--- config.mk ---
export PLATFORM = sky130hd
export DESIGN_NAME = cdr_regs
export DESIGN_NICKNAME = d
export VERILOG_FILES = /design/src/design/cdr_pkg.sv /design/src/design/cdr_regs.sv
export VERILOG_INCLUDE_DIRS = /design/src /design/src/design
export SDC_FILE = /design/constraint.sdc
export NUM_CORES = 1
export LEC_CHECK = 0
export BUFFER_PORTS_ARGS = -buffer_cell sky130_fd_sc_hd__buf_2
export CAP_MARGIN = 20
export CORE_MARGIN = 10
export CORE_UTILIZATION = 50
export CTS_BUF_LIST = sky130_fd_sc_hd__clkbuf_16
export CTS_CLUSTER_DIAMETER = 120
export DETAILED_ROUTE_END_ITERATION = 10
export GPL_TIMING_DRIVEN = 1
export PLACE_DENSITY = 0.73
export SYNTH_ARGS = -nofsm -noshare
export SYNTH_HDL_FRONTEND = slang
export SYNTH_SLANG_ARGS = --single-unit
--- constraint.sdc ---
create_clock -name pclk -period 5.24 [get_ports pclk]
set_input_delay 0.524 -clock pclk [delete_from_list [all_inputs] [get_ports pclk]]
set_output_delay 0.524 -clock pclk [all_outputs]
set_load 0.1 [all_outputs]
--- src/design/cdr_defs.svh ---
`ifndef CDR_DEFS_SVH
`define CDR_DEFS_SVH

// register byte offsets on the bus, one aligned word each
`define CDR_OFF_IPTR 8'h00
`define CDR_OFF_ACC 8'h04
`define CDR_OFF_TACC 8'h08
`define CDR_OFF_IDX 8'h0c
`define CDR_OFF_EXT 8'h10
`define CDR_OFF_STK 8'h14
`define CDR_OFF_PSW 8'h18

// reset values
`define CDR_IPTR_RST 16'hfffd
`define CDR_DATA_RST 16'h0000

// condition flag positions inside the status word
`define CDR_F_C 0
`define CDR_F_V 1
`define CDR_F_Z 2
`define CDR_F_N 3
`define CDR_F_IL0 4
`define CDR_F_IL1 5
`define CDR_F_I 6
`define CDR_F_H 7

// bank pointer field inside the status word
`define CDR_BANK_LSB 11
`define CDR_BANK_MSB 15

// fixed upper address byte of the banked register area
`define CDR_GPR_HI 8'h01

// mask value at which nothing is serviced
`define CDR_IL_NONE 2'h2

// byte and nibble boundaries
`define CDR_B3 3
`define CDR_B7 7
`define CDR_B15 15

`endif

--- src/design/cdr_pkg.sv ---
package cdr_pkg;

  // operations of the arithmetic datapath
  typedef enum logic [3:0] {
    CDR_OP_ADD,
    CDR_OP_ADDC,
    CDR_OP_SUB,
    CDR_OP_SUBC,
    CDR_OP_CMP,
    CDR_OP_AND,
    CDR_OP_OR,
    CDR_OP_XOR,
    CDR_OP_SHL,
    CDR_OP_SHR
  } cdr_op_t;

  // register select for core-side loads
  typedef enum logic [2:0] {
    CDR_SEL_IPTR,
    CDR_SEL_ACC,
    CDR_SEL_TACC,
    CDR_SEL_IDX,
    CDR_SEL_EXT,
    CDR_SEL_STK,
    CDR_SEL_PSW
  } cdr_sel_t;

  // whole state of the register block
  typedef struct packed {
    logic [15:0] iptr;
    logic [15:0] acc;
    logic [15:0] tacc;
    logic [15:0] idx;
    logic [15:0] ext;
    logic [15:0] stk;
    logic [15:0] psw;
    logic [31:0] prdata;
    logic slverr;
    logic irq_ack;
    logic [15:0] alu_res;
  } cdr_state_t;

endpackage : cdr_pkg

--- src/design/cdr_regs.sv ---
// Overview of operation
// - 16-bit instruction pointer, resets to fffd
// - accumulators 16 bits, byte ops use low
// - secondary accumulator is second ALU operand
// - extra, index and stack pointers 16 bits
// - status word: bank pointer high, flags low
// - bank address: 0000_0001, pointer, opcode bits
// - 32 banks of eight byte registers
// - general registers live in data memory
// - half-carry from bit 3 into 4
// - interrupt enable gates acceptance, reset clears
// - service only above current mask level
// - mask 00/01/10 are levels 1/2/3
// - negative flag follows result msb
// - zero flag set on zero result
// - overflow flag on two's complement overflow
// - carry flag from carry/borrow out of msb
// - shifts load carry with shifted-out bit
`timescale 1ns/1ps
`default_nettype none
// shared offsets, field positions and reset values
`include "cdr_defs.svh"

module cdr_regs (
  input wire logic pclk, // core clock, 125 MHz
  input wire logic presetn, // async reset, active low
  input wire logic psel, // apb select
  input wire logic penable, // apb access phase
  input wire logic pwrite, // apb direction
  input wire logic [7:0] paddr, // apb byte address
  input wire logic [31:0] pwdata, // apb write data
  output logic [31:0] prdata, // apb read data
  output logic pready, // apb ready
  output logic pslverr, // apb error, unmapped address
  input wire logic core_ld, // core register load strobe
  input wire logic [2:0] core_sel, // register to load
  input wire logic [15:0] core_data, // load value
  input wire logic iptr_inc, // step instruction pointer
  input wire logic alu_go, // run one datapath operation
  input wire logic [3:0] alu_op, // operation code
  input wire logic alu_wide, // 1: 16-bit operation
  input wire logic [2:0] gpr_code, // low opcode bits
  output logic [15:0] gpr_addr, // banked register address
  input wire logic irq_req, // pending interrupt request
  input wire logic [1:0] irq_level, // level of that request
  output logic irq_ack, // request accepted, one cycle after each qualifying cycle
  output logic [15:0] instruction_pointer, // next instruction
  output logic [15:0] accumulator, // main accumulator
  output logic [15:0] secondary_accumulator, // second operand
  output logic [15:0] index_pointer, // index register
  output logic [15:0] extra_address_pointer, // extra pointer
  output logic [15:0] stack_top_pointer, // stack pointer
  output logic [15:0] processor_status_word, // bank ptr + flags
  output logic [15:0] alu_result // last datapath result
);

  cdr_pkg::cdr_state_t st_r;
  cdr_pkg::cdr_state_t st_nxt;

  // map the 2-bit level code to priority, 1 highest
  function automatic logic [1:0] cdr_lvl(input logic [1:0] code);
    logic [1:0] l;
    case (code)
      2'h0: l = 2'h1;
      2'h1: l = 2'h2;
      2'h2: l = 2'h3;
      default: l = 2'h2;
    endcase
    return l;
  endfunction : cdr_lvl

  // read mux over the register words
  function automatic logic [31:0] cdr_rd(input cdr_pkg::cdr_state_t s,
                                         input logic [7:0] a);
    logic [31:0] d;
    d = 32'h0000_0000;
    case (a)
      `CDR_OFF_IPTR: d = {16'h0000, s.iptr};
      `CDR_OFF_ACC: d = {16'h0000, s.acc};
      `CDR_OFF_TACC: d = {16'h0000, s.tacc};
      `CDR_OFF_IDX: d = {16'h0000, s.idx};
      `CDR_OFF_EXT: d = {16'h0000, s.ext};
      `CDR_OFF_STK: d = {16'h0000, s.stk};
      `CDR_OFF_PSW: d = {16'h0000, s.psw};
      default: d = 32'h0000_0000;
    endcase
    return d;
  endfunction : cdr_rd

  // address decode for the error answer
  function automatic logic cdr_hit(input logic [7:0] a);
    logic h;
    case (a)
      `CDR_OFF_IPTR, `CDR_OFF_ACC, `CDR_OFF_TACC, `CDR_OFF_IDX,
      `CDR_OFF_EXT, `CDR_OFF_STK, `CDR_OFF_PSW: h = 1'b1;
      default: h = 1'b0;
    endcase
    return h;
  endfunction : cdr_hit

  // store a 16-bit word into one register of the state
  function automatic cdr_pkg::cdr_state_t cdr_put(
      input cdr_pkg::cdr_state_t s, input logic [2:0] sel,
      input logic [15:0] d);
    cdr_pkg::cdr_state_t o;
    o = s;
    case (sel)
      3'h0: o.iptr = d;
      3'h1: o.acc = d;
      3'h2: o.tacc = d;
      3'h3: o.idx = d;
      3'h4: o.ext = d;
      3'h5: o.stk = d;
      3'h6: o.psw = d;
      default: o = s;
    endcase
    return o;
  endfunction : cdr_put

  // state update: bus slave, core loads, datapath, interrupts
  always_comb
  begin
    logic [16:0] sum;
    logic [15:0] opa;
    logic [15:0] opb;
    logic [15:0] res;
    logic [4:0] nib;
    logic cin;
    logic msb_a;
    logic msb_b;
    logic msb_r;
    logic sub;
    logic wr_res;
    logic arith;
    logic cout;
    logic [2:0] bsel;
    cdr_pkg::cdr_op_t op;
    sum = 17'h0_0000;
    opa = 16'h0000;
    opb = 16'h0000;
    res = 16'h0000;
    nib = 5'h00;
    cin = 1'b0;
    msb_a = 1'b0;
    msb_b = 1'b0;
    msb_r = 1'b0;
    sub = 1'b0;
    wr_res = 1'b0;
    arith = 1'b0;
    cout = 1'b0;
    bsel = 3'h0;
    op = cdr_pkg::cdr_op_t'(alu_op);
    st_nxt = st_r;
    st_nxt.irq_ack = 1'b0;

    // apb setup phase latches read data and error answer
    if (psel && !penable)
    begin
      st_nxt.prdata = cdr_rd(st_r, paddr);
      st_nxt.slverr = !cdr_hit(paddr);
    end

    // apb write takes effect at the end of the access phase
    if (psel && penable && pwrite && cdr_hit(paddr))
    begin
      bsel = 3'(paddr[7:2]);
      st_nxt = cdr_put(st_nxt, bsel, pwdata[15:0]);
    end

    // pointer steps to the next instruction
    if (iptr_inc)
      st_nxt.iptr = st_r.iptr + 16'h0001;

    // core loads of pointers and other registers
    if (core_ld)
      st_nxt = cdr_put(st_nxt, core_sel, core_data);

    opa = alu_wide ? st_r.acc : {8'h00, st_r.acc[7:0]};
    opb = alu_wide ? st_r.tacc : {8'h00, st_r.tacc[7:0]};
    cin = st_r.psw[`CDR_F_C];
    sub = (op == cdr_pkg::CDR_OP_SUB) || (op == cdr_pkg::CDR_OP_SUBC)
          || (op == cdr_pkg::CDR_OP_CMP);
    case (op)
      cdr_pkg::CDR_OP_ADD:
      begin
        sum = {1'b0, opa} + {1'b0, opb};
        arith = 1'b1;
        wr_res = 1'b1;
      end
      cdr_pkg::CDR_OP_ADDC:
      begin
        sum = {1'b0, opa} + {1'b0, opb} + {16'h0000, cin};
        arith = 1'b1;
        wr_res = 1'b1;
      end
      cdr_pkg::CDR_OP_SUB, cdr_pkg::CDR_OP_CMP:
      begin
        sum = {1'b0, opa} - {1'b0, opb};
        arith = 1'b1;
        wr_res = (op == cdr_pkg::CDR_OP_SUB);
      end
      cdr_pkg::CDR_OP_SUBC:
      begin
        sum = {1'b0, opa} - {1'b0, opb} - {16'h0000, cin};
        arith = 1'b1;
        wr_res = 1'b1;
      end
      cdr_pkg::CDR_OP_AND:
      begin
        sum = {1'b0, opa & opb};
        wr_res = 1'b1;
      end
      cdr_pkg::CDR_OP_OR:
      begin
        sum = {1'b0, opa | opb};
        wr_res = 1'b1;
      end
      cdr_pkg::CDR_OP_XOR:
      begin
        sum = {1'b0, opa ^ opb};
        wr_res = 1'b1;
      end
      cdr_pkg::CDR_OP_SHL:
      begin
        // bit leaving the top lands in carry
        sum = {1'b0, opa[14:0], cin};
        cout = alu_wide ? opa[`CDR_B15] : opa[`CDR_B7];
        wr_res = 1'b1;
      end
      cdr_pkg::CDR_OP_SHR:
      begin
        // bit leaving the bottom lands in carry
        sum = alu_wide ? {1'b0, cin, opa[15:1]}
                       : {9'h000, cin, opa[7:1]};
        cout = opa[0];
        wr_res = 1'b1;
      end
      default:
      begin
        sum = 17'h0_0000;
        wr_res = 1'b0;
      end
    endcase

    // byte operations keep only the low byte
    res = alu_wide ? sum[15:0] : {8'h00, sum[7:0]};
    msb_a = alu_wide ? opa[`CDR_B15] : opa[`CDR_B7];
    msb_b = (alu_wide ? opb[`CDR_B15] : opb[`CDR_B7]) ^ sub;
    msb_r = alu_wide ? res[`CDR_B15] : res[`CDR_B7];
    // nibble carry, same add/subtract as the main sum
    nib = sub ? ({1'b0, opa[3:0]} - {1'b0, opb[3:0]}
                 - {4'h0, cin & (op == cdr_pkg::CDR_OP_SUBC)})
              : ({1'b0, opa[3:0]} + {1'b0, opb[3:0]}
                 + {4'h0, cin & (op == cdr_pkg::CDR_OP_ADDC)});

    // undefined op codes write neither result nor flags
    // a stray code from the decoder then cannot corrupt the flags
    if (alu_go && (arith || wr_res))
    begin
      st_nxt.alu_res = res;
      // upper accumulator byte untouched by byte ops
      if (wr_res)
        st_nxt.acc = alu_wide ? res : {st_r.acc[15:8], res[7:0]};
      st_nxt.psw[`CDR_F_N] = msb_r;
      st_nxt.psw[`CDR_F_Z] = (res == 16'h0000);
      if (arith)
      begin
        // carry or borrow out of the msb
        st_nxt.psw[`CDR_F_C] = alu_wide ? sum[16] : sum[8];
        // signed overflow: like signs, sign flipped
        st_nxt.psw[`CDR_F_V] = (msb_a == msb_b) && (msb_r != msb_a);
        // half carry across the bit 3 boundary
        st_nxt.psw[`CDR_F_H] = nib[4];
      end
      else if (op == cdr_pkg::CDR_OP_SHL || op == cdr_pkg::CDR_OP_SHR)
        st_nxt.psw[`CDR_F_C] = cout;
      // logic ops leave carry, overflow, half carry alone
    end

    // request must outrank the current mask
    // mask code 10 shuts everything out
    if (irq_req && st_r.psw[`CDR_F_I]
        && (st_r.psw[`CDR_F_IL1:`CDR_F_IL0] != `CDR_IL_NONE)
        && (cdr_lvl(irq_level)
            < cdr_lvl(st_r.psw[`CDR_F_IL1:`CDR_F_IL0])))
      st_nxt.irq_ack = 1'b1;
  end

  // single state register; only constants under reset
  always_ff @(posedge pclk or negedge presetn)
  begin
    if (!presetn)
    begin
      // pointer starts at the reset entry
      st_r.iptr <= `CDR_IPTR_RST;
      st_r.acc <= `CDR_DATA_RST;
      st_r.tacc <= `CDR_DATA_RST;
      st_r.idx <= `CDR_DATA_RST;
      st_r.ext <= `CDR_DATA_RST;
      st_r.stk <= `CDR_DATA_RST;
      st_r.psw <= `CDR_DATA_RST;
      st_r.prdata <= 32'h0000_0000;
      st_r.slverr <= 1'b0;
      st_r.irq_ack <= 1'b0;
      st_r.alu_res <= `CDR_DATA_RST;
    end
    else
      st_r <= st_nxt;
  end

  // apb answers with no wait states
  assign pready = 1'b1;
  assign prdata = st_r.prdata;
  assign pslverr = st_r.slverr && psel && penable;

  // bank pointer in the high byte, flags in the low
  // banked address: fixed high byte, pointer, opcode
  // five pointer bits choose one of 32 banks
  // the registers themselves sit in data memory
  assign gpr_addr = {`CDR_GPR_HI,
                     st_r.psw[`CDR_BANK_MSB:`CDR_BANK_LSB], gpr_code};

  // register contents straight from the flops
  assign irq_ack = st_r.irq_ack;
  assign instruction_pointer = st_r.iptr;
  assign accumulator = st_r.acc;
  assign secondary_accumulator = st_r.tacc;
  assign index_pointer = st_r.idx;
  assign extra_address_pointer = st_r.ext;
  assign stack_top_pointer = st_r.stk;
  assign processor_status_word = st_r.psw;
  assign alu_result = st_r.alu_res;

endmodule : cdr_regs

`default_nettype wire

Yosys cells after proc, flatten, opt, wreduce, memory -nomap -nowiden
Index checks and enable logic that the tools add are counted.
Widths: inputs -> output; s select.
{ "totals": {"output_inout_bits": 179, "reg_bits": 162, "memories": 0, "ramBits": 0, "input_bits": 78, "latchBits": 0, "mem_bits_ro": 0, "wordCells": 136} }
{ "op_classes": {"multipliers": 0, "n_bitwise": 6, "eq_ne": 33, "n_lt_le_gt_ge": 1, "addsub": 9, "shift": 0, "n_div": 0, "mux": 47, "n_reduce_logical": 28} }
{ "op_table": {"columns": ["operator", "count"], "rows": [
  ["$mux 16", 23],
  ["$mux 162", 2],
  ["$pmux 17 s9", 1],
  ["$pmux 16 s7", 1],
  ["$mux 33", 1],
  ["$eq 8x5->1 const B", 3],
  ["$eq 3x3->1 const B", 6],
  ["$add 16x16->17", 1],
  ["$add 17x1->17", 1],
  ["$sub 16x16->17", 1],
  ["$sub 17x1->17", 1],
  ["$add 16x1->16 const B", 1],
  ["$and 16x16->16", 1],
  ["$eq 4x3->1 const B", 4],
  ["$eq 8x4->1 const B", 2],
  ["$logic_not 16->1", 1],
  ["$or 16x16->16", 1],
  ["$xor 16x16->16", 1],
  ["$mux 1", 13],
  ["$eq 3x2->1 const B", 4],
  ["$logic_and 1x1->1", 11],
  ["$eq 4x2->1 const B", 2],
  ["$eq 4x4->1 const B", 2],
  ["$eq 8x3->1 const B", 1],
  ["other kinds (28)", 39]
]} }

Depth between registers and ports, before layout
{ "logic_depth": {"depth_word": 13, "mapped_depth": 16} }

Worst setup path before layout
OpenSTA, ideal clock, no wires.
{ "synth_path": {"kind": "input to register", "from": "input port alu_wide", "to": "register st_r (netlist bit processor_status_word[2])", "arrival_time_ps": 4242, "setup_ps": 92, "path_buffers": 3, "path_stages": 16, "setup_slack_ps": 906, "required_time_ps": 5148, "cell_sequence": "clkbuf_1 -> clkbuf_1 -> nand2_1 -> ha_1 -> buf_2 -> nor2_1 -> a221oi_1 -> o41ai_2 -> or4_1 -> nand4_1 -> o2111ai_1 -> xor2_1 -> a2111oi_0 -> o21ai_0 -> or4_1 -> o31ai_2"} }
{ "synth_rtl": {"columns": ["element", "line", "source"], "rows": [
  ["from (decl)", "cdr_regs.sv:41", "input wire logic alu_wide,"],
  ["to (signal assigned)", "cdr_regs.sv:308", "st_r <= st_nxt;"],
  ["to (decl)", "cdr_regs.sv:57", "cdr_pkg::cdr_state_t st_r;"]
]} }

==> reports/metrics.cfg <==
[run_status]
status=complete, no violations

[worst_setup_path]
r2r_slack_ns=0.37
worst_ep_arrival_time_ns=5.21
startpoint_type=flip-flop
cp.required_ns=5.58
end_kind=flip-flop
path_max_fanout=14
critPathKind=flip-flop to flip-flop

[cts]
postCtsHoldBufs=0
post_cts_buffers=0
cts_buffer_depth=2
cts_sinks=146
cts_tree=done
clkLatencyLatePin_ns=0.44
cts_inserted_buffers=17
cts-root-buf=clkbuf_16
htreeDepth=4
cts_resized=0
clkSlewWorstSetupHoldPaths_ns=0.07

[final_layout]
fillers=2341
layout-drive-gt1-share_pct=19.5
fin_util_pct=54.3
area_delta_synth_final_pct=6.08
nets=1746

[placed_design]
hpwlAfterDp_um=37100
gp_congestion=0.960
port_buffers=209

[floorplan]
pin_count=257
start_util_pct=51.2
core_area_um2=25300
die_w_um=181
dieHeight_um=181
std_cell_rows=58
die_area_um2=32800

[yosys]
synth_edf_count=0
netlist_area_um2=13000
synthArstFlopShare_pct=100
synth_area_leaders=dfrtp_1 (25%), buf_4 (10%), mux2i_1 (7.4%), ha_1 (5.9%), nand2_1 (4.6%)
postSynthCellCount=1585
yosys-top-cells-count=buf_4 (179), nand2_1 (159), dfrtp_1 (131)
synthFlopType=dfrtp_1
synthDistinctLibCells=82
synth_top_area_share_pct=25.3
yosys_warnings=0
synth_area_per_cell_um2=8.18
synth_seq_cells=146
yosysSeqAreaShare_pct=28.3
synth.most_common_cell=buf_4
yosysTopAreaCell=dfrtp_1

[timing]
skew_ns=0.0108
period_minus_slack_ns=4.87
fin_setup_tns_ns=0
finalSetupViolCount=0
slew_headroom_pct=25.2
finalHoldViolCount=0
fmax_ghz=0.205
slew_violations=0
tightest_slew_ns=1.12
fin_crit_sh_pct=92.9
rsz0062_at_grt=no

[route]
detail_route.wl_per_cell_um=25.3
ant_nets=0
dr_total_vias=12700
drtIter0Drc=1919
dr.pass1.iters=8
drc=0
viasPerCell=6.52
wl_um=49400

[grt]
grt_usage_pct=28.8
grt_pass1_wl_um=74900
antenna_found_initial=3
grt_overflow=0
first_global_vias=12200
grt_max_degree=110

[pwr]
power_density_nw_per_um2=547
power_leakage_nw=6.60
ir_worst_vdd_mv=0.480

[worst_hold_path]
holdCritPathClass=input pin to asynchronous set/reset pin

[run]
maxCapViolations=0

per-layer routing:
layer	track usage, %	part of all wire (%)	routed length [um]	vias up
met5	0	0	0	-
met4	12.6	4.6	2260	0
met3	8.79	13	6280	143
met2	42.1	42	21000	965
met1	38.4	40	19900	6025
li1	-	-	-	5587
final timing paths:
path                                                       to  depth (start not counted)                      from
max                        processor_status_word[3]$_DFF_PN0_                         13  accumulator[3]$_DFF_PN0_
min                                    prdata[12]$_DFFE_PN0P_                          1                   presetn
max reg2reg                processor_status_word[3]$_DFF_PN0_                         13  accumulator[3]$_DFF_PN0_
min reg2reg                             prdata[4]$_DFFE_PN0P_                          1     prdata[4]$_DFFE_PN0P_
max in group asynchronous   instruction_pointer[11]$_DFF_PN1_                          2                   presetn
min in group pclk                           irq_ack$_DFF_PN0_                          3                   irq_req
layout by cell type (no fill, tap or decap), types with 11 or more instances in the layout:
cell type / synthesis / final
a211oi_1: 13 / 13
a21o_1: 27 / 27
a21oi_1: 111 / 111
a222oi_1: 19 / 19
a22oi_1: 31 / 31
a31oi_1: 19 / 19
and3_1: 11 / 11
buf_2: 4 / 208
buf_4: 179 / 27
clkbuf_16: 0 / 17
conb_1: 2 / 25
dfrtp_1: 131 / 131
dfstp_2: 15 / 15
ha_1: 61 / 61
inv_1: 59 / 59
mux2i_1: 96 / 96
nand2_1: 159 / 159
nand2b_1: 12 / 12
nand3_1: 30 / 30
nor2_1: 113 / 112
nor2b_1: 14 / 14
nor3_1: 28 / 23
o211ai_1: 33 / 33
o21ai_0: 112 / 112
o221ai_1: 13 / 13
o22ai_1: 14 / 14
xnor2_1: 25 / 25
xor2_1: 19 / 19
kinds of logic after synthesis:
group	after synthesis	synth area share (%)
adder cells (fa/ha/maj)	63	6.19
other	2	0.0579
AND/OR/NAND/NOR	426	15.1
buffers and inverters	320	14.5
multiplexers	105	8.28
AO/OA/AOI/OAI	479	24.5
XOR/XNOR	44	2.97
flip-flops	146	28.3
report_power, final:
| part | switching (mW) | total (mW) | internal (mW) | leakage, nW |
|---|---|---|---|---|
| clock network | 0.548 | 1.31 | 0.763 | 0.298 |
| registers | 0.346 | 1.74 | 1.39 | 1.78 |
| logic | 3.50 | 4.48 | 0.981 | 4.52 |
| total | 4.40 | 7.53 | 3.13 | 6.60 |
registers in the layout, summed over array words and instances (netlist names):
signal                 count
accumulator               16
alu_result                16
extra_address_pointer     16
index_pointer             16
instruction_pointer       16
prdata                    16
processor_status_word     16
secondary_accumulator     16
stack_top_pointer         16
irq_ack                    1
st_r                       1
stage by stage:
stage | power, mW | setup slack [ns] | area (um2) | hold WS [ns] | instances
after floorplan | 5.52 | 0.906 | 13100 | 0.228 | 1608
after global placement | 6.09 | 0.497 | 13100 | 0.455 | 1915
after detailed placement | 6.14 | 0.427 | 13100 | 0.463 | 1915
after CTS | 7.46 | 0.575 | 13700 | 0.266 | 1947
after global routing | 7.84 | 0.0757 | 13800 | 0.267 | 1950
final | 7.53 | 0.370 | 13800 | 0.212 | 1951
cell type report:
class | count | area, um2 | area share, %
timing repair buffer | 237 | 1270 | 9.23
tap | 330 | 413 | 3.00
clock buffer | 17 | 425 | 3.09
clock inverter | 15 | 195 | 1.42
multi-input combinational | 1142 | 7540 | 54.8
sequential | 146 | 3670 | 26.7
antenna | 3 | 7.51 | 0.0546
inverter | 61 | 229 | 1.66
critical path: stages, from the launching register on:
cell	delay, ns
dfrtp_1	0.55
inv_1	0.13
ha_1	0.52
nor2b_1	0.24
a2111o_1	0.51
a211oi_1	0.59
o21ai_1	0.20
xnor2_1	0.50
nand4_1	0.25
o31a_1	0.34
nor3_1	0.20
o31a_1	0.36
nor2_1	0.16
o21ai_0	0.22
No activity file was read; power rests on OpenSTA's default activity.
